`src/core/tas_pkg.sv`:
```
// Constants and register map for the trigger arm sequencer
// Contract
// - Arm select codes: always 1, external 2, single 3, hold 4, sync 5
// - External mode arms only after a falling edge on the trigger input
// - Selecting external mode empties the trigger buffer when buffering is on
// - Single mode arms once on command, then selection becomes hold
// - Sync mode arms when output buffer empty, memory off/empty, data requested
// - Power-up and missing event select always-armed
// - Arm count only with single; zero or one acts as one
// - Count above one gives one arm per cycle, then hold after last
// - Order is arm, then trigger, then sample; arm only enables trigger
// - Multiple arming holds host bus busy until all cycles finish
// - Arm setting readback returns current selection
// - Buffer control off 0, on 1; turning on empties buffer, stops error
// - Buffering off: trigger during reading dropped, raises early error
// - Buffering on: first trigger stored, no error for any
// - After reading completes, stored trigger serves as external event
// - Buffering off after reset and after reset command
// - Buffer setting readback reports on or off
// - Reading begins only at sample event after trigger enabled
package tas_pkg;
   localparam logic [31:0] ARM_SEL_ADDR  = 32'h0000_0000;
   localparam logic [31:0] ARM_CNT_ADDR  = 32'h0000_0004;
   localparam logic [31:0] BUF_CTL_ADDR  = 32'h0000_0008;
   localparam logic [31:0] CMD_ADDR      = 32'h0000_000c;
   localparam logic [31:0] STATUS_ADDR   = 32'h0000_0010;
   localparam logic [2:0]  ARM_ALWAYS    = 3'h1;
   localparam logic [2:0]  ARM_EXT       = 3'h2;
   localparam logic [2:0]  ARM_SINGLE    = 3'h3;
   localparam logic [2:0]  ARM_HOLD      = 3'h4;
   localparam logic [2:0]  ARM_SYNC      = 3'h5;
   localparam logic [2:0]  ARM_NONE      = 3'h0;
   localparam int          CNT_W         = 32;
   localparam int          CMD_SGL_BIT   = 0;
   localparam int          CMD_RST_BIT   = 1;
   localparam int          ST_ARMED_BIT  = 0;
   localparam int          ST_PEND_BIT   = 1;
   localparam int          ST_ERR_BIT    = 2;
   localparam int          ST_BUSY_BIT   = 3;
   localparam int          ST_STORED_BIT = 4;
   localparam logic [31:0] CNT_ONE       = 32'h0000_0001;
   localparam logic [31:0] CNT_MAX       = 32'h7d2b_7500;
   typedef enum logic [1:0] {
      TAS_IDLE  = 2'b00,
      TAS_ARMED = 2'b01,
      TAS_TRIG  = 2'b10,
      TAS_READ  = 2'b11
   } tas_state_e;
endpackage

```
`src/core/tas_trigger_arm.sv`:
```
// Trigger arm selection, external trigger buffering and APB registers
`timescale 1ns/1ns
module tas_trigger_arm (
   input  wire logic        core_clk_i,
   input  wire logic        rst_n_i,
   input  wire logic        clk_en_i,
   input  wire logic        psel_i,
   input  wire logic        penable_i,
   input  wire logic        pwrite_i,
   input  wire logic [31:0] paddr_i,
   input  wire logic [31:0] pwdata_i,
   output logic      [31:0] prdata_o,
   output logic             pready_o,
   output logic             pslverr_o,
   input  wire logic        ext_trig_i,
   input  wire logic        out_buf_empty_i,
   input  wire logic        mem_off_or_empty_i,
   input  wire logic        data_request_sync_i,
   input  wire logic        trig_event_i,
   input  wire logic        sample_event_i,
   input  wire logic        reading_done_i,
   output logic             trig_enable_o,
   output logic             reading_start_o,
   output logic             ext_event_o,
   output logic             early_trigger_error_o,
   output logic             bus_hold_o,
   output logic             reading_busy_o
);
   tas_pkg::tas_state_e     state, next_state;
   logic [2:0]              arm_event_select, next_arm_event_select;
   logic [31:0]             arms_left, next_arms_left;
   logic [31:0]             arm_cnt, next_arm_cnt;
   logic                    ext_trigger_hold_ctl, next_ext_trigger_hold_ctl;
   logic                    stored, next_stored;
   logic                    err, next_err;
   logic                    pend_ext, next_pend_ext;
   logic                    sync1, sync2, sync3;
   logic [31:0]             next_prdata;
   logic                    next_pready, next_start, next_ext_ev;
   logic                    fall_pulse, wr_en, rd_en, sgl_cmd, rst_cmd, arm_now, err_set;

   function automatic logic [31:0] sat_count(input logic [31:0] c);
      // Zero and one both mean a single arm; values clip at the top
      if (c <= tas_pkg::CNT_ONE)
         sat_count = tas_pkg::CNT_ONE;
      else if (c > tas_pkg::CNT_MAX)
         sat_count = tas_pkg::CNT_MAX;
      else
         sat_count = c;
   endfunction

   function automatic logic addr_hit(input logic [31:0] a, input logic [31:0] r);
      addr_hit = (a == r);
   endfunction

   // Only sync2/sync3 feed the edge detector, never the first stage
   always_ff @(posedge core_clk_i) begin
      if (!rst_n_i) begin
         sync1 <= 1'b1;
         sync2 <= 1'b1;
         sync3 <= 1'b1;
      end else if (clk_en_i) begin
         sync1 <= ext_trig_i;
         sync2 <= sync1;
         sync3 <= sync2;
      end
   end
   assign fall_pulse = sync3 & ~sync2;

   // Writes land at the edge where the master sees pready high; read data is
   // registered one cycle earlier so that it stands together with pready
   assign wr_en   = psel_i & penable_i & pwrite_i & pready_o;
   assign rd_en   = psel_i & penable_i & ~pwrite_i & ~pready_o;
   assign sgl_cmd = wr_en & addr_hit(paddr_i, tas_pkg::CMD_ADDR) & pwdata_i[tas_pkg::CMD_SGL_BIT];
   assign rst_cmd = wr_en & addr_hit(paddr_i, tas_pkg::CMD_ADDR) & pwdata_i[tas_pkg::CMD_RST_BIT];
   assign err_set = fall_pulse & (state == tas_pkg::TAS_READ) & ~ext_trigger_hold_ctl;

   always_comb begin
      arm_now = 1'b0;
      case (arm_event_select)
         tas_pkg::ARM_ALWAYS: arm_now = 1'b1;
         tas_pkg::ARM_EXT:    arm_now = pend_ext;
         tas_pkg::ARM_SINGLE: arm_now = 1'b1;
         tas_pkg::ARM_SYNC:   arm_now = out_buf_empty_i & mem_off_or_empty_i
                                        & data_request_sync_i;
         default:             arm_now = 1'b0;       // hold
      endcase
   end

   always_comb begin
      next_state                = state;
      next_arm_event_select     = arm_event_select;
      next_arms_left            = arms_left;
      next_arm_cnt              = arm_cnt;
      next_ext_trigger_hold_ctl = ext_trigger_hold_ctl;
      next_stored               = stored;
      next_err                  = err;
      next_pend_ext             = pend_ext;
      next_start                = 1'b0;
      next_ext_ev               = 1'b0;
      next_pready               = psel_i & penable_i & ~pready_o;
      next_prdata               = 32'h0000_0000;

      // External edges: during a reading buffer or flag, else pending
      if (fall_pulse) begin
         if (state == tas_pkg::TAS_READ) begin
            if (ext_trigger_hold_ctl) begin
               if (!stored)
                  next_stored = 1'b1;
            end else begin
               next_err = 1'b1;
            end
         end else begin
            next_pend_ext = 1'b1;
            next_ext_ev   = 1'b1;
         end
      end

      case (state)
         tas_pkg::TAS_IDLE: begin
            if (arm_now) begin
               next_state = tas_pkg::TAS_ARMED;
               if (arm_event_select == tas_pkg::ARM_EXT)
                  next_pend_ext = 1'b0;
               if (arm_event_select == tas_pkg::ARM_SINGLE) begin
                  if (arms_left <= tas_pkg::CNT_ONE) begin
                     next_arm_event_select = tas_pkg::ARM_HOLD;
                     next_arms_left        = 32'h0000_0000;
                  end else begin
                     next_arms_left = arms_left - tas_pkg::CNT_ONE;
                  end
               end
            end
         end
         tas_pkg::TAS_ARMED: begin
            if (trig_event_i)
               next_state = tas_pkg::TAS_TRIG;
         end
         tas_pkg::TAS_TRIG: begin
            if (sample_event_i) begin
               next_state = tas_pkg::TAS_READ;
               next_start = 1'b1;
            end
         end
         tas_pkg::TAS_READ: begin
            if (reading_done_i) begin
               next_state = tas_pkg::TAS_IDLE;
               if (stored || (fall_pulse && ext_trigger_hold_ctl)) begin
                  next_stored   = 1'b0;
                  next_pend_ext = 1'b1;
                  next_ext_ev   = 1'b1;
               end
            end
         end
         default: next_state = tas_pkg::TAS_IDLE;
      endcase

      if (wr_en && addr_hit(paddr_i, tas_pkg::ARM_SEL_ADDR)) begin
         if (pwdata_i[2:0] == tas_pkg::ARM_NONE || pwdata_i[2:0] > tas_pkg::ARM_SYNC)
            next_arm_event_select = tas_pkg::ARM_ALWAYS;
         else
            next_arm_event_select = pwdata_i[2:0];
         if (pwdata_i[2:0] == tas_pkg::ARM_EXT && ext_trigger_hold_ctl) begin
            next_stored   = 1'b0;
            next_pend_ext = 1'b0;
         end
         if (pwdata_i[2:0] == tas_pkg::ARM_SINGLE)
            next_arms_left = sat_count(arm_cnt);
      end
      if (wr_en && addr_hit(paddr_i, tas_pkg::ARM_CNT_ADDR))
         next_arm_cnt = pwdata_i;
      if (sgl_cmd) begin
         next_arm_event_select = tas_pkg::ARM_SINGLE;
         next_arms_left        = sat_count(arm_cnt);
      end
      if (wr_en && addr_hit(paddr_i, tas_pkg::BUF_CTL_ADDR)) begin
         next_ext_trigger_hold_ctl = pwdata_i[0];
         if (pwdata_i[0]) begin
            next_stored = 1'b0;
            if (!err_set)
               next_err = 1'b0;  // A new error in the same cycle still wins
         end
      end
      // Status error clears on write of one, but a new error wins
      if (wr_en && addr_hit(paddr_i, tas_pkg::STATUS_ADDR)
          && pwdata_i[tas_pkg::ST_ERR_BIT] && !(fall_pulse && state == tas_pkg::TAS_READ
          && !ext_trigger_hold_ctl))
         next_err = 1'b0;
      if (rst_cmd) begin
         next_ext_trigger_hold_ctl = 1'b0;
         next_stored               = 1'b0;
         next_arm_event_select     = tas_pkg::ARM_ALWAYS;
      end

      if (rd_en) begin
         if (addr_hit(paddr_i, tas_pkg::ARM_SEL_ADDR))
            next_prdata = {29'h0, arm_event_select};
         else if (addr_hit(paddr_i, tas_pkg::ARM_CNT_ADDR))
            next_prdata = arm_cnt;
         else if (addr_hit(paddr_i, tas_pkg::BUF_CTL_ADDR))
            next_prdata = {31'h0, ext_trigger_hold_ctl};
         else if (addr_hit(paddr_i, tas_pkg::STATUS_ADDR)) begin
            next_prdata[tas_pkg::ST_ARMED_BIT]  = (state != tas_pkg::TAS_IDLE);
            next_prdata[tas_pkg::ST_PEND_BIT]   = pend_ext;
            next_prdata[tas_pkg::ST_ERR_BIT]    = err;
            next_prdata[tas_pkg::ST_BUSY_BIT]   = (arms_left > tas_pkg::CNT_ONE);
            next_prdata[tas_pkg::ST_STORED_BIT] = stored;
         end
      end
   end

   always_ff @(posedge core_clk_i) begin
      if (!rst_n_i) begin
         state                 <= tas_pkg::TAS_IDLE;
         arm_event_select      <= tas_pkg::ARM_ALWAYS;
         arms_left             <= 32'h0000_0000;
         arm_cnt               <= tas_pkg::CNT_ONE;
         ext_trigger_hold_ctl  <= 1'b0;
         stored                <= 1'b0;
         err                   <= 1'b0;
         pend_ext              <= 1'b0;
         prdata_o              <= 32'h0000_0000;
         pready_o              <= 1'b0;
         pslverr_o             <= 1'b0;
         trig_enable_o         <= 1'b0;
         reading_start_o       <= 1'b0;
         ext_event_o           <= 1'b0;
         early_trigger_error_o <= 1'b0;
         bus_hold_o            <= 1'b0;
         reading_busy_o        <= 1'b0;
      end else if (clk_en_i) begin
         state                 <= next_state;
         arm_event_select      <= next_arm_event_select;
         arms_left             <= next_arms_left;
         arm_cnt               <= next_arm_cnt;
         ext_trigger_hold_ctl  <= next_ext_trigger_hold_ctl;
         stored                <= next_stored;
         err                   <= next_err;
         pend_ext              <= next_pend_ext;
         prdata_o              <= next_prdata;
         pready_o              <= next_pready;
         pslverr_o             <= 1'b0;
         trig_enable_o         <= (next_state == tas_pkg::TAS_TRIG);
         reading_start_o       <= next_start;
         ext_event_o           <= next_ext_ev;
         early_trigger_error_o <= next_err;
         // Busy while a multiple-arm run is left or its last cycle runs
         bus_hold_o            <= (next_arms_left > tas_pkg::CNT_ONE)
                                  || (arm_cnt > tas_pkg::CNT_ONE
                                  && next_arm_event_select == tas_pkg::ARM_SINGLE
                                  && next_arms_left == tas_pkg::CNT_ONE)
                                  || (arm_cnt > tas_pkg::CNT_ONE && next_state != tas_pkg::TAS_IDLE
                                  && next_arm_event_select == tas_pkg::ARM_HOLD);
         reading_busy_o        <= (next_state == tas_pkg::TAS_READ);
      end
   end

   a_hold_after_single: assert property (@(posedge core_clk_i) disable iff (!rst_n_i)
      (clk_en_i && state == tas_pkg::TAS_IDLE && arm_event_select == tas_pkg::ARM_SINGLE
       && arms_left <= tas_pkg::CNT_ONE && !wr_en)
      |=> arm_event_select == tas_pkg::ARM_HOLD)
      else $error("single arm did not fall back to hold");
   a_hold_no_arm: assert property (@(posedge core_clk_i) disable iff (!rst_n_i)
      (clk_en_i && state == tas_pkg::TAS_IDLE && arm_event_select == tas_pkg::ARM_HOLD)
      |=> state == tas_pkg::TAS_IDLE)
      else $error("armed while hold selected");
   a_edge_one_pulse: assert property (@(posedge core_clk_i) disable iff (!rst_n_i)
      (clk_en_i && fall_pulse) |=> !fall_pulse)
      else $error("edge gave a long pulse");
   a_err_when_off: assert property (@(posedge core_clk_i) disable iff (!rst_n_i)
      (clk_en_i && fall_pulse && state == tas_pkg::TAS_READ && !ext_trigger_hold_ctl)
      |=> err)
      else $error("early trigger not flagged");
   a_store_when_on: assert property (@(posedge core_clk_i) disable iff (!rst_n_i)
      (clk_en_i && fall_pulse && state == tas_pkg::TAS_READ && ext_trigger_hold_ctl
       && !reading_done_i && !wr_en) |=> stored)
      else $error("early trigger not stored");
   a_start_after_trig: assert property (@(posedge core_clk_i) disable iff (!rst_n_i)
      $rose(reading_start_o) |-> $past(state) == tas_pkg::TAS_TRIG)
      else $error("reading started without trigger enable");
   a_sync_cond: assert property (@(posedge core_clk_i) disable iff (!rst_n_i)
      (clk_en_i && state == tas_pkg::TAS_IDLE && arm_event_select == tas_pkg::ARM_SYNC
       && !data_request_sync_i) |=> state == tas_pkg::TAS_IDLE)
      else $error("sync arm without data request");
   a_buf_readback: assert property (@(posedge core_clk_i) disable iff (!rst_n_i)
      (clk_en_i && rd_en && addr_hit(paddr_i, tas_pkg::BUF_CTL_ADDR))
      |=> prdata_o[0] == $past(ext_trigger_hold_ctl) && pready_o)
      else $error("buffer readback wrong");
   a_sel_fallback: assert property (@(posedge core_clk_i) disable iff (!rst_n_i)
      (clk_en_i && wr_en && addr_hit(paddr_i, tas_pkg::ARM_SEL_ADDR)
       && (pwdata_i[2:0] == tas_pkg::ARM_NONE || pwdata_i[2:0] > tas_pkg::ARM_SYNC))
      |=> arm_event_select == tas_pkg::ARM_ALWAYS)
      else $error("unknown arm code not mapped to always");
   a_ext_sel_clear: assert property (@(posedge core_clk_i) disable iff (!rst_n_i)
      (clk_en_i && wr_en && addr_hit(paddr_i, tas_pkg::ARM_SEL_ADDR)
       && pwdata_i[2:0] == tas_pkg::ARM_EXT && ext_trigger_hold_ctl) |=> !stored)
      else $error("external select left a stored trigger");
   a_buf_on_clear: assert property (@(posedge core_clk_i) disable iff (!rst_n_i)
      (clk_en_i && wr_en && addr_hit(paddr_i, tas_pkg::BUF_CTL_ADDR) && pwdata_i[0]
       && !err_set) |=> !stored && !err)
      else $error("buffer on did not clear buffer and error");
   a_rst_cmd_off: assert property (@(posedge core_clk_i) disable iff (!rst_n_i)
      (clk_en_i && rst_cmd)
      |=> !ext_trigger_hold_ctl && arm_event_select == tas_pkg::ARM_ALWAYS)
      else $error("reset command left buffering or selection");
   a_multi_busy: assert property (@(posedge core_clk_i) disable iff (!rst_n_i)
      (clk_en_i && state == tas_pkg::TAS_IDLE && arm_event_select == tas_pkg::ARM_SINGLE
       && arms_left > tas_pkg::CNT_ONE && arm_cnt > tas_pkg::CNT_ONE && !wr_en)
      |=> bus_hold_o)
      else $error("bus not held during multiple arming");
endmodule

```
`config.mk`:
```
export PLATFORM = sky130hd
export DESIGN_NAME = tas_trigger_arm
export DESIGN_NICKNAME = d
export VERILOG_FILES = /design/src/core/tas_pkg.sv /design/src/core/tas_trigger_arm.sv
export SDC_FILE = /design/constraint.sdc
export NUM_CORES = 1
export LEC_CHECK = 0
export BUFFER_PORTS_ARGS = -buffer_cell sky130_fd_sc_hd__buf_2
export CAP_MARGIN = 20
export CORE_MARGIN = 2
export CORE_UTILIZATION = 56
export CTS_CLUSTER_SIZE = 28
export DETAILED_ROUTE_END_ITERATION = 8
export MAX_ROUTING_LAYER = met4
export PLACE_DENSITY = 0.8
export RECOVER_POWER = 25
export SYNTH_ARGS = -nofsm -noshare
export SYNTH_HDL_FRONTEND = slang
export SYNTH_SLANG_ARGS = --single-unit
```
`constraint.sdc`:
```
create_clock -name core_clk_i -period 2.7 [get_ports core_clk_i]
set_input_delay 0 -clock core_clk_i [delete_from_list [all_inputs] [get_ports core_clk_i]]
set_output_delay 0 -clock core_clk_i [all_outputs]
set_load 0.03 [all_outputs]
```
Word level (Yosys, flattened, before mapping):

Index checks and enable logic that the tools add are counted.

* flip-flop bits (word level): 114
* input bits: 77
* output and inout port bits: 40

* $add $sub $neg: 1
* magnitude comparators: 7
* equality and inequality tests: 18
* mux-type cells: 64
* bitwise operators: 18
* reductions and logical operators: 29

Operator list (number)
* 2-to-1 mux 32 bit: 12
* > comparator 32 x 1 -> 1 bit (second input constant): 3
* equality test 32 x 4 -> 1 bit (second input constant): 2
* <= comparator 32 x 1 -> 1 bit (second input constant): 2
* 2-to-1 mux 1 bit: 35
* equality test 32 x 1 -> 1 bit (second input constant): 1
* equality test 32 x 3 -> 1 bit (second input constant): 1
* equality test 32 x 5 -> 1 bit (second input constant): 1
* > comparator 32 x 31 -> 1 bit (second input constant): 1
* zero test 32 bit: 1
* subtractor 32 x 1 -> 32 bit (second input constant): 1
* 2-to-1 mux 3 bit: 8
* equality test 3 x 2 -> 1 bit (second input constant): 5
* bitwise AND 1 bit: 14
* logical AND 1 bit: 14
* 2-to-1 mux 5 bit: 2
* equality test 2 bit (second input constant): 4
* 2-to-1 mux 2 bit: 4
* case mux 2 bit (4 select lines): 1
* equality test 3 bit (second input constant): 2
* nonzero test 2 bit: 3
* logical OR 1 bit: 4
* inverter 1 bit: 4
* AND reduction 2 bit: 2
* 9 further kinds: 10

Depth between registers and ports, before layout:

Gate-level depths: netlist of the first run.

* word-level depth: 13
* mapped depth: 13

Worst setup path after synthesis of the first run:

Ideal clock, no wire load.

* kind: register -> register
* start point: register state[0]
* end point: register bus_hold_o
* data arrival time: 2365 ps
* required time: 2567 ps
* setup slack: 201 ps
* cell stages (with the launch flop): 14
* path buffers: 2
* clock period less this slack: 2499 ps
* cell sequence: dfxtp_1 inv_1 ha_1 clkbuf_1 nand2_1 o32a_1 clkbuf_1 nor3_2 nand2_1 mux2i_1 a21oi_1 a211oi_1 and4_1 a41oi_1

* cells in the longest elaborated chain, start to end: 10
* elaborated cells between the ends (all ways): 28

Ends and longest elaborated chain
* start: declaration: line tas_trigger_arm.sv:29 `tas_pkg::tas_state_e state, next_state;`
* start signal: assignment: line tas_trigger_arm.sv:214 `state <= tas_pkg::TAS_IDLE;`
* start signal: assignment: line tas_trigger_arm.sv:232 `state <= next_state;`
* branches (longest 9 deep; another with > comparator 32 x 1 -> 1 bit)
* logical OR 1 bit (*): line tas_trigger_arm.sv:252 `|| (arm_cnt > tas_pkg::CNT_ONE && next_state != tas_pkg::TAS_IDLE`
* end signal: assignment: line tas_trigger_arm.sv:248 `bus_hold_o <= (next_arms_left > tas_pkg::CNT_ONE)`
* end: declaration: line tas_trigger_arm.sv:26 `output logic bus_hold_o,`

Mark *: on every way between the ends.
A chain may end at the register's enable or synchronous reset.

Worst setup path after layout of the first run:

* start point: input port pwdata_i[2]
* end point: register bus_hold_o

* cells in the longest elaborated chain, start to end: 11
* elaborated cells between the ends (all ways): 20

Ends and longest elaborated chain
* start: declaration: line tas_trigger_arm.sv:11 `input wire logic [31:0] pwdata_i,`
* branches (longest 10 deep; another with > comparator 32 x 1 -> 1 bit)
* logical OR 1 bit (*): line tas_trigger_arm.sv:252

Marks and branches as above.

==> metrics.yaml, run 1 <==
num_rows: 38
cp_max_fo: 6
outcome: "complete, no violations"
crit_chain: "dlygate4sd3_1 -> buf_2 -> nor4b_1 -> o21a_1 -> nand4_1 -> o21bai_1 -> o211a_1 -> o211ai_1 -> a211oi_1 -> and4_1 -> a41oi_1"
cpLargestDelayFamily: "compound AO/OA/AOI/OAI gates"
synth_largest_area_cell: "dfxtp_1"
cts_inserted_buffers: 17
critPathCaptureType: "flop"
die_area_mm2: 0.0122
fmax_ghz: 0.382
syn_to_final_growth_pct: 31.5
synthArstFlopShare_pct: 0
reg2reg_from: "arm_cnt[18]$_SDFFE_PN0P_"
holdWs_ns: 0.0284
finalCritPeriodShare_pct: 96.9
finalHoldViolCount: 0
grt_max_degree: 59
firstDrtPassIters: 6
multi_input_area_mm2: 0.00385
syn_nets: 917
antenna_cells: 0
detail-route-antenna-nets: 0
p_leak_nw: 3.26
relSlewSlack_pct: 29.7
fp.dieH_um: 110
rsz0062_at_grt: "yes"
min_path_cells: 2
ctsLongestPathBuffers: 2
fp.coreArea_mm2: 0.0109
fin_crit_ns: 2.62
hold_path_class: "in2reg"
die_w_um: 110
peakVddDrop_mv: 0.556
cts_max_level: 4
via_per_inst: 6.24
crit_buf_inv: 2
ff_latch_area_mm2: 0.00228
setup_viol: 0
drv_slew: 0
wl_per_cell_um: 19.2
fin_total_pwr_mw: 4.46
clockRootBuffer: "clkbuf_16"
drtIter0Drc: 916
grt_antenna_before_repair: 0
critPathArrivalTime_ns: 2.97
cp_slowest_cell: "dlygate4sd3_1"
cp_data_required_time_ns: 3.05
skew_ns: 0.00982
drt-total-wl_um: 22500
clk_latency_ns: 0.43
r2r_setup_slack_ns: 0.09
synth.distinct_cells: 76
netlist_top_cells_area: "dfxtp_1 36%, nand2_1 7.5%, nor2_1 6.8%"
dp_slack_ns: 0.0417
p_per_area_mw_per_mm2: 534
start_util_pct: 58.1
fin_nets: 1102
cp_slowest_stage_delay_ns: 0.55
fin_ws_ns: 0.0847
vias: 7317
drive_above_1_share_pct: 20.7
grt_pass1_vias: 6778
avgSynthCellArea_um2: 7.62
timing.rr.end: "bus_hold_o$_SDFFE_PN0P_"
worstHoldStart: "clk_en_i"
ys.flop_type: "dfxtp_1"
placed_cell_area_mm2: 0.00740
ys_warn_count: 0
tritoncts: "done"
ys_seq_area_share_pct: 35.9
grt-ovfl-total: 0
io_buffers: 115
netlist_instances: 834
final_area_mm2: 0.00835
pin_count: 117
path_class: "in2reg"
cp-start-kind: "input port"
post_synth_instance_area_mm2: 0.00635
ys_seq_elements: 114
clk_pin_slew_worst_paths_ns: 0.06
nFillCells: 829
worstMarginPinSlew_ns: 1.06
synth_edf_count: 0
grtUsageTotal_pct: 36.7
whs_endpoint: "ext_event_o$_SDFFE_PN0P_"
reg2reg_depth: 9
grt_pass1_wl_um: 35300
gp_congestion: 1.00
dp.final_hpwl_um: 14300
cts_sinks: 114
maxCapViolations: 0
synth_top_area_share_pct: 35.9
utilization_pct: 76.4
drc_errors: 0
synthesized netlist by cell type (14+ instances only):
| library cell | n |
|---|---|
| nor2_1 | 115 |
| a22oi_1 | 33 |
| mux2i_1 | 15 |
| nor4_1 | 18 |
| nor3_1 | 22 |
| clkbuf_1 | 38 |
| dfxtp_1 | 114 |
| nand3_1 | 14 |
| a21oi_1 | 82 |
| o21ai_0 | 36 |
| inv_1 | 19 |
| nand2_1 | 127 |
registers in the layout (all words and copies together), names as in the netlist:
name / flops
arms_left: 32
reading_start_o: 1
stored: 1
sync1: 1
sync2: 1
sync3: 1
prdata_o: 32
arm_cnt: 32
arm_event_select: 3
trig_enable_o: 1
pready_o: 1
err: 1
ext_trigger_hold_ctl: 1
pend_ext: 1
bus_hold_o: 1
ext_event_o: 1
reading_busy_o: 1
state: 2
timing repair:
item,in CTS,in global routing
endpoints found under the setup margin,1,3
pin swaps,0,1
gates resized for setup,1,15
hold buffers,37,0
hold endpoints to repair,37,0
setup buffers,0,0
how the worst max path moves through the flow:
stage | depth (start not counted) | start | slack, ns | endpoint
4_1_cts | 9 | arm_cnt[4]$_SDFFE_PN0P_ | 0.04 | bus_hold_o$_SDFFE_PN0P_
3_5_place_dp | 11 | state[1]$_SDFFE_PN0P_ | 0.04 | bus_hold_o$_SDFFE_PN0P_
3_3_place_gp | 11 | state[0]$_SDFFE_PN0P_ | 0.10 | bus_hold_o$_SDFFE_PN0P_
6_report | 11 | pwdata_i[2] | 0.08 | bus_hold_o$_SDFFE_PN0P_
2_1_floorplan | 13 | state[0]$_SDFFE_PN0P_ | 0.20 | bus_hold_o$_SDFFE_PN0P_
5_1_grt | 10 | arm_cnt[18]$_SDFFE_PN0P_ | -0.12 | bus_hold_o$_SDFFE_PN0P_
where the power goes:
part,leakage (nW),total (mW),switching [mW],internal (mW)
Sequential,0.924,1.76,0.0404,1.72
Combinational,2.09,0.621,0.348,0.273
Clock,0.248,2.08,0.885,1.20
Total,3.26,4.46,1.27,3.19
worst reg2reg max path: cells and delay by family (launching register included):
family	cells	cell delay (ns)
compound gates	3	0.75
flops	1	0.32
mux	1	0.15
simple gates	5	1.28
logic make-up (layout without fill, tap and decap cells):
logic type | count (synthesis) | count (layout) | share of synthesized area, %
buffers and inverters | 74 | 272 | 4.79
muxes | 15 | 15 | 2.36
adders and majority gates | 6 | 6 | 1.18
DFF | 114 | 114 | 35.9
xor gates and xnor gates | 19 | 19 | 2.62
AOI/OAI and AO/OA | 223 | 223 | 22.6
other | 1 | 1 | 0.0590
and+or+nand+nor | 382 | 382 | 30.5
layout by cell type (no fill, tap or decap), types with 15 or more instances in the layout:
cell           instances
nand2_1              127
o21ai_0               35
clkbuf_1              37
a22oi_1               33
dlygate4sd3_1         37
buf_2                 78
nor2_1               115
mux2i_1               15
dfxtp_1              114
clkbuf_16             17
inv_1                 19
nor3_1                18
buf_4                 66
a21oi_1               81
metrics by stage:
step           cells  setup TNS (ns)
2_1_floorplan    834               0
3_3_place_gp    1103               0
3_5_place_dp    1103               0
4_1_cts         1172               0
5_1_grt         1172          -0.122
6_report        1172               0
routing by layer:
| metal | global-route usage (%) | vias up | part of all wire, % |
|---|---|---|---|
| li1 | - | 3364 | - |
| met1 | 48.1 | 3434 | 41 |
| met2 | 55.3 | 456 | 46 |
| met3 | 9.55 | 63 | 11 |
| met4 | 12.3 | 0 | 2.7 |
| met5 | - | - | 0 |
layout make-up:
| cell class | count | area share (%) |
|---|---|---|
| clock buffer | 18 | 5.26 |
| inverter | 21 | 0.944 |
| timing repair buffer | 219 | 16.9 |
| multi-input combinational | 646 | 46.1 |
| sequential | 114 | 27.3 |
| clock inverter | 14 | 1.30 |
| tap | 140 | 2.10 |
(Power assumes the default switching activity.)
==> inputs of run 2 (changes only) <==
--- a/config.mk
+++ b/config.mk
@@ -7,12 +7,14 @@
 export LEC_CHECK = 0
 export BUFFER_PORTS_ARGS = -buffer_cell sky130_fd_sc_hd__buf_2
 export CAP_MARGIN = 20
+export CELL_PAD_IN_SITES_DETAIL_PLACEMENT = 1
+export CELL_PAD_IN_SITES_GLOBAL_PLACEMENT = 1
 export CORE_MARGIN = 2
-export CORE_UTILIZATION = 56
+export CORE_UTILIZATION = 41
 export CTS_CLUSTER_SIZE = 28
 export DETAILED_ROUTE_END_ITERATION = 8
 export MAX_ROUTING_LAYER = met4
-export PLACE_DENSITY = 0.8
+export PLACE_DENSITY_LB_ADDON = 0.1
 export RECOVER_POWER = 25
 export SYNTH_ARGS = -nofsm -noshare
 export SYNTH_HDL_FRONTEND = slang
==> metrics.yaml, run 2 (synthesized netlist as in run 1, its figures left out) <==
outcome: "finished, violations left"  # was complete, no violations
failed_checks: "max-capacitance violations, max-slew violations"
antenna_cells: 0  # unchanged
detail-route-antenna-nets: 0  # unchanged
fmax_ghz: 0.377  # was 0.382 GHz
critPathCaptureType: "flop"  # unchanged
maxCapViolations: 1  # was 0
rsz0062_at_grt: "yes"  # unchanged
dp.final_hpwl_um: 17600  # was 14,300 µm
setup_tns_ns: 0  # unchanged
timing.rr.end: "bus_hold_o$_SDFFE_PN0P_"  # unchanged
drc_errors: 0  # unchanged
placed_cells: 1159  # was 1,103
r2r_setup_slack_ns: 0.05  # was 0.09 ns
drtIter0Drc: 397  # was 916
grtUsageTotal_pct: 32.5  # was 36.7%
p_seq_share_pct: 37.4  # was 39.4%
worstMarginPinSlew_ns: 1.55  # was 1.06 ns
cts_sinks: 114  # unchanged
reg2reg_depth: 9  # unchanged
finalCritPeriodShare_pct: 98.3  # was 96.9%
pin_count: 117  # unchanged
drv_slew: 73  # was 0
power_frac_clock_pct: 48.4  # was 46.7%
cts_inserted_buffers: 17  # unchanged
grt_max_degree: 73  # was 59
vias: 7121  # was 7,317
reg2reg_from: "arms_left[20]$_SDFFE_PN0P_"  # was arm_cnt[18]$_SDFFE_PN0P_
cp_max_fo: 7  # was 6
fp.dieH_um: 128  # was 110 µm
grt_pass1_wl_um: 40600  # was 35,300 µm
grt_antenna_before_repair: 0  # unchanged
hold_path_class: "in2reg"  # unchanged
endpoint: "bus_hold_o$_SDFFE_PN0P_"  # unchanged
skew_ns: 0.0122  # was 0.00982 ns
layoutNonFillerInstCount: 1232  # was 1,172
setup_viol: 0  # unchanged
tritoncts: "done"  # unchanged
reg_top3: "arm_cnt: 32 flops, arms_left: 32 flops, prdata_o: 32 flops"  # unchanged
die_area_mm2: 0.0165  # was 0.0122 mm²
cp_data_required_time_ns: 3.05  # about the same
p_comb_share_pct: 14.2  # was 13.9%
mostFrequentLayoutCell: "nand2_1"  # unchanged
ctsLongestPathBuffers: 2  # unchanged
p_leak_nw: 3.37  # was 3.26 nW
final_cell_mix: "127 x nand2_1, 113 x nor2_1, 112 x dfxtp_1"  # was 127 x nand2_1, 115 x nor2_1, 114 x dfxtp_1
io_buffers: 115  # unchanged
cp-start-kind: "flop"  # was input port
critPathArrivalTime_ns: 3.00  # was 2.97 ns
grt_pass1_vias: 7549  # was 6,778
num_rows: 45  # was 38
drt-total-wl_um: 25400  # was 22,500 µm
fin_total_pwr_mw: 4.70  # was 4.46 mW
drive_above_1_share_pct: 22.3  # was 20.7%
clockRootBuffer: "clkbuf_16"  # unchanged
die_w_um: 128  # was 110 µm
gp_congestion: 0.899  # was 1.00
p_per_area_mw_per_mm2: 548  # was 534 mW/mm²
met1_length_um: 11500  # was 9120 µm
peakVddDrop_mv: 0.450  # was 0.556 mV
internal_power_mw: 3.32  # was 3.19 mW
via_per_inst: 5.78  # was 6.24
switching_power_mw: 1.38  # was 1.27 mW
clk_pin_slew_worst_paths_ns: 0.06  # about the same
fin_nets: 1114  # was 1,102
fin_crit_ns: 2.65  # was 2.62 ns
highest_layer: "met4"  # unchanged
grt-ovfl-total: 0  # unchanged
finalHoldViolCount: 0  # unchanged
syn_to_final_growth_pct: 35.1  # was 31.5%
met3_length_um: 1040  # was 2410 µm
path_class: "reg2reg"  # was in2reg
crit_start: "arms_left[20]$_SDFFE_PN0P_"  # was pwdata_i[2]
swShare_pct: 29.4  # was 28.5%
wl_per_cell_um: 20.6  # was 19.2 µm
clk_latency_ns: 0.43  # about the same
fp.coreArea_mm2: 0.0151  # was 0.0109 mm²
relSlewSlack_pct: -3.38  # was 29.7%
wl_met2_um: 12500  # was 10,400 µm
start_util_pct: 41.9  # was 58.1%
cts_max_level: 4  # unchanged
firstDrtPassIters: 4  # was 6
run 2: per-stage QoR:
step                      util, %  instance area [µm²]  setup slack, ns  hold slack (ns)
after floorplan                 -                 6350            0.201            0.128
after global placement       49.6                 7520           0.0331            0.215
after detailed placement     49.6                 7520          -0.0280            0.238
after CTS                    56.2                 8520          0.00485           0.0104
after global routing         56.7                 8580          -0.0901           0.0782
final                        56.7                 8580           0.0464           0.0186
run 2: timing repair:
item / in CTS / in global routing
gates resized for setup: 7 / 17
setup buffers: 1 / 3
endpoints found under the setup margin: 1 / 5
hold endpoints to repair: 37 / 0
hold buffers: 37 / 0
pin swaps: 1 / 2
run 2: per-layer routing:
metal,up-vias,track usage [%]
met1,3515,41.7
met4,0,8.27
li1,3391,-
met5,-,-
met3,25,5.49
met2,190,53.4
run 2: how the worst min path moves through the flow:
stage / from / endpoint / slack [ns] / depth (start not counted)
after global placement: ext_trig_i / sync1$_SDFFE_PN1P_ / 0.22 / 3
final: penable_i / pready_o$_SDFFE_PN0P_ / 0.02 / 5
after detailed placement: ext_trig_i / sync1$_SDFFE_PN1P_ / 0.24 / 3
after floorplan: ext_trig_i / sync1$_SDFFE_PN1P_ / 0.13 / 2
after global routing: penable_i / pready_o$_SDFFE_PN0P_ / 0.08 / 5
after CTS: penable_i / pready_o$_SDFFE_PN0P_ / 0.01 / 5
run 2: power groups by stage:
stage               clock [mW]  sequential (mW)  combinational, mW
floorplan                    0             1.79              0.344
global placement             0             1.79              0.567
detailed placement           0             1.79              0.584
CTS                       2.29             1.75              0.637
global route              2.37             1.76              0.723
finish                    2.28             1.76              0.668
run 2: area by class of cell:
class / instances / area, µm²
clock inverter: 15 / 161
fill: 1905 / 6560
inverter: 21 / 78.8
multi-input combinational: 646 / 3890
tap: 188 / 235
clock buffer: 17 / 425
timing repair buffer: 231 / 1500
sequential: 114 / 2280
run 2: critical path: stages (launching register included):
cell and delay (ns):
dfxtp_1 0.38, nor4_4 0.34, nand2_2 0.19, nor4_4 0.38, buf_4 0.22, a21oi_1 0.07, a31oi_1 0.14, a31oi_1 0.09
or4_1 0.56, a41oi_1 0.19
==> inputs of run 3 (changes only) <==
==> constraint.sdc (replaced) <==
create_clock -name core_clk_i -period 2.8 [get_ports core_clk_i]
set_input_delay 0 -clock core_clk_i [delete_from_list [all_inputs] [get_ports core_clk_i]]
set_output_delay 0 -clock core_clk_i [all_outputs]
set_load 0.03 [all_outputs]
==> metrics.yaml, run 3 (synthesized netlist as in run 1, its figures left out) <==
cts_inserted_buffers: 17  # unchanged
cp_max_fo: 7  # unchanged
via_per_inst: 5.82  # was 5.78
skew_ns: 0.00873  # was 0.0122 ns
gp_congestion: 0.908  # was 0.899
wl_per_cell_um: 20.6  # about the same
peakVddDrop_mv: 0.426  # was 0.450 mV
grt_antenna_before_repair: 0  # unchanged
dp.final_hpwl_um: 17400  # was 17,600 µm
mostFrequentLayoutCell: "nand2_1"  # unchanged
internal_power_mw: 3.10  # was 3.32 mW
maxCapViolations: 1  # unchanged
p_seq_share_pct: 38.6  # was 37.4%
path_class: "reg2reg"  # unchanged
hold_path_class: "in2reg"  # unchanged
finalHoldViolCount: 0  # unchanged
grt_max_degree: 73  # unchanged
grtUsageTotal_pct: 32.0  # was 32.5%
worstMarginPinSlew_ns: 1.52  # was 1.55 ns
finalCritPeriodShare_pct: 99.9  # was 98.3%
drv_slew: 73  # unchanged
pin_count: 117  # unchanged
utilization_pct: 56.0  # was 56.7%
p_leak_nw: 3.28  # was 3.37 nW
multi_input_area_mm2: 0.00393  # was 0.00389 mm²
start_util_pct: 41.9  # unchanged
p_per_area_mw_per_mm2: 518  # was 548 mW/mm²
cts_max_level: 4  # unchanged
die_area_mm2: 0.0165  # unchanged
cp_data_required_time_ns: 3.11  # was 3.05 ns
fin_crit_ns: 2.80  # was 2.65 ns
clk_pin_slew_worst_paths_ns: 0.06  # about the same
io_buffers: 115  # unchanged
nFillCells: 1890  # was 1,905
drc_errors: 0  # unchanged
fp.dieH_um: 128  # unchanged
vias: 7100  # was 7,121
syn_to_final_growth_pct: 33.6  # was 35.1%
final_area_mm2: 0.00849  # was 0.00858 mm²
antenna_cells: 0  # unchanged
p_comb_share_pct: 14.2  # about the same
drt-total-wl_um: 25100  # was 25,400 µm
drtIter0Drc: 421  # was 397
final_cell_mix: "127 x nand2_1, 114 x nor2_1, 113 x dfxtp_1"  # was 127 x nand2_1, 113 x nor2_1, 112 x dfxtp_1
reg_top3: "arm_cnt: 32 flops, arms_left: 32 flops, prdata_o: 32 flops"  # unchanged
placed_cell_area_mm2: 0.00738  # was 0.00752 mm²
cts_sinks: 114  # unchanged
relSlewSlack_pct: -1.18  # was -3.38%
rsz0062_at_grt: "yes"  # unchanged
grt_pass1_wl_um: 39900  # was 40,600 µm
clk_latency_ns: 0.44  # was 0.43 ns
num_rows: 45  # unchanged
fin_total_pwr_mw: 4.40  # was 4.70 mW
die_w_um: 128  # unchanged
power_frac_clock_pct: 47.1  # was 48.4%
cp-start-kind: "flop"  # unchanged
fin_nets: 1101  # was 1,114
fp.coreArea_mm2: 0.0151  # unchanged
failed_checks: "max-capacitance violations, max-slew violations"  # unchanged
ff_latch_area_mm2: 0.00228  # about the same
swShare_pct: 29.5  # was 29.4%
fmax_ghz: 0.357  # was 0.377 GHz
clockRootBuffer: "clkbuf_16"  # unchanged
firstDrtPassIters: 6  # was 4
setup_tns_ns: 0  # unchanged
drive_above_1_share_pct: 21.2  # was 22.3%
detail-route-antenna-nets: 0  # unchanged
grt-ovfl-total: 0  # unchanged
setup_viol: 0  # unchanged
critPathCaptureType: "flop"  # unchanged
grt_pass1_vias: 7470  # was 7,549
outcome: "finished, violations left"  # unchanged
ctsLongestPathBuffers: 2  # unchanged
switching_power_mw: 1.30  # was 1.38 mW
critPathArrivalTime_ns: 3.11  # was 3.00 ns
tritoncts: "done"  # unchanged
## run 3: changes by cell type in the layout (fill, tap and decap cells not counted), sizes merged
cell,delta
bufinv,-1
clkbuf,+1
buf,-13
inv,-2
clkinv,+2
## run 3: power by group through the flow
stage          clock network [mW]  logic (mW)  registers (mW)
2_1_floorplan                   0       0.332            1.73
3_3_place_gp                    0       0.527            1.73
3_5_place_dp                    0       0.539            1.73
4_1_cts                      2.09       0.583            1.70
5_1_grt                      2.17       0.677            1.70
6_report                     2.07       0.626            1.70
## run 3: final cells by class
cell class	count	share of cell area, %
Tap cell	188	2.77
Inverter	21	0.929
Timing Repair Buffer	218	16.6
Clock inverter	14	1.36
Clock buffer	18	5.17
Sequential cell	114	26.9
Multi-Input combinational cell	646	46.3
## run 3: path summary, 6_finish.rpt
path,end,cells past startpoint,startpoint,slack [ns]
setup / recovery,bus_hold_o$_SDFFE_PN0P_,9,arm_cnt[7]$_SDFFE_PN0P_,0.002
hold / removal,pready_o$_SDFFE_PN0P_,5,penable_i,0.04
setup reg to reg,bus_hold_o$_SDFFE_PN0P_,9,arm_cnt[7]$_SDFFE_PN0P_,0.002
hold reg to reg,reading_busy_o$_SDFFE_PN0P_,2,reading_busy_o$_SDFFE_PN0P_,0.46
## run 3: metrics by stage
stage | worst slack [ns] | cells | hold slack (ns)
3_3_place_gp | -0.0344 | 1141 | 0.216
2_1_floorplan | 0.301 | 834 | 0.128
6_report | 0.00175 | 1219 | 0.0434
3_5_place_dp | -0.174 | 1141 | 0.236
5_1_grt | -0.0731 | 1219 | 0.0723
4_1_cts | -0.0584 | 1210 | 0.0612
## run 3: worst max-delay path: stages, from the launching register on
cell      delay, ns
dfxtp_2        0.35
or4_1          0.51
or4_4          0.45
nor4_4         0.35
a21oi_4        0.10
nor2_1         0.11
o21ai_0        0.17
a211oi_1       0.29
and4_1         0.23
a41oi_1        0.11
## run 3: repair_timing
item | CTS | global route
hold buffers | 37 | 0
setup buffers | 0 | 9
pin swaps | 0 | 9
endpoints found under the setup margin | 3 | 11
resized for setup | 3 | 29
endpoints found under the hold margin | 37 | 0
## run 3: per-layer routing
metal / global-route usage, % / wire (µm) / vias up
li1: - / - / 3370
met1: 40.9 / 11400 / 3456
met2: 51.7 / 12000 / 227
met3: 6.40 / 1310 / 47
met4: 8.53 / 469 / 0
met5: - / 0 / -
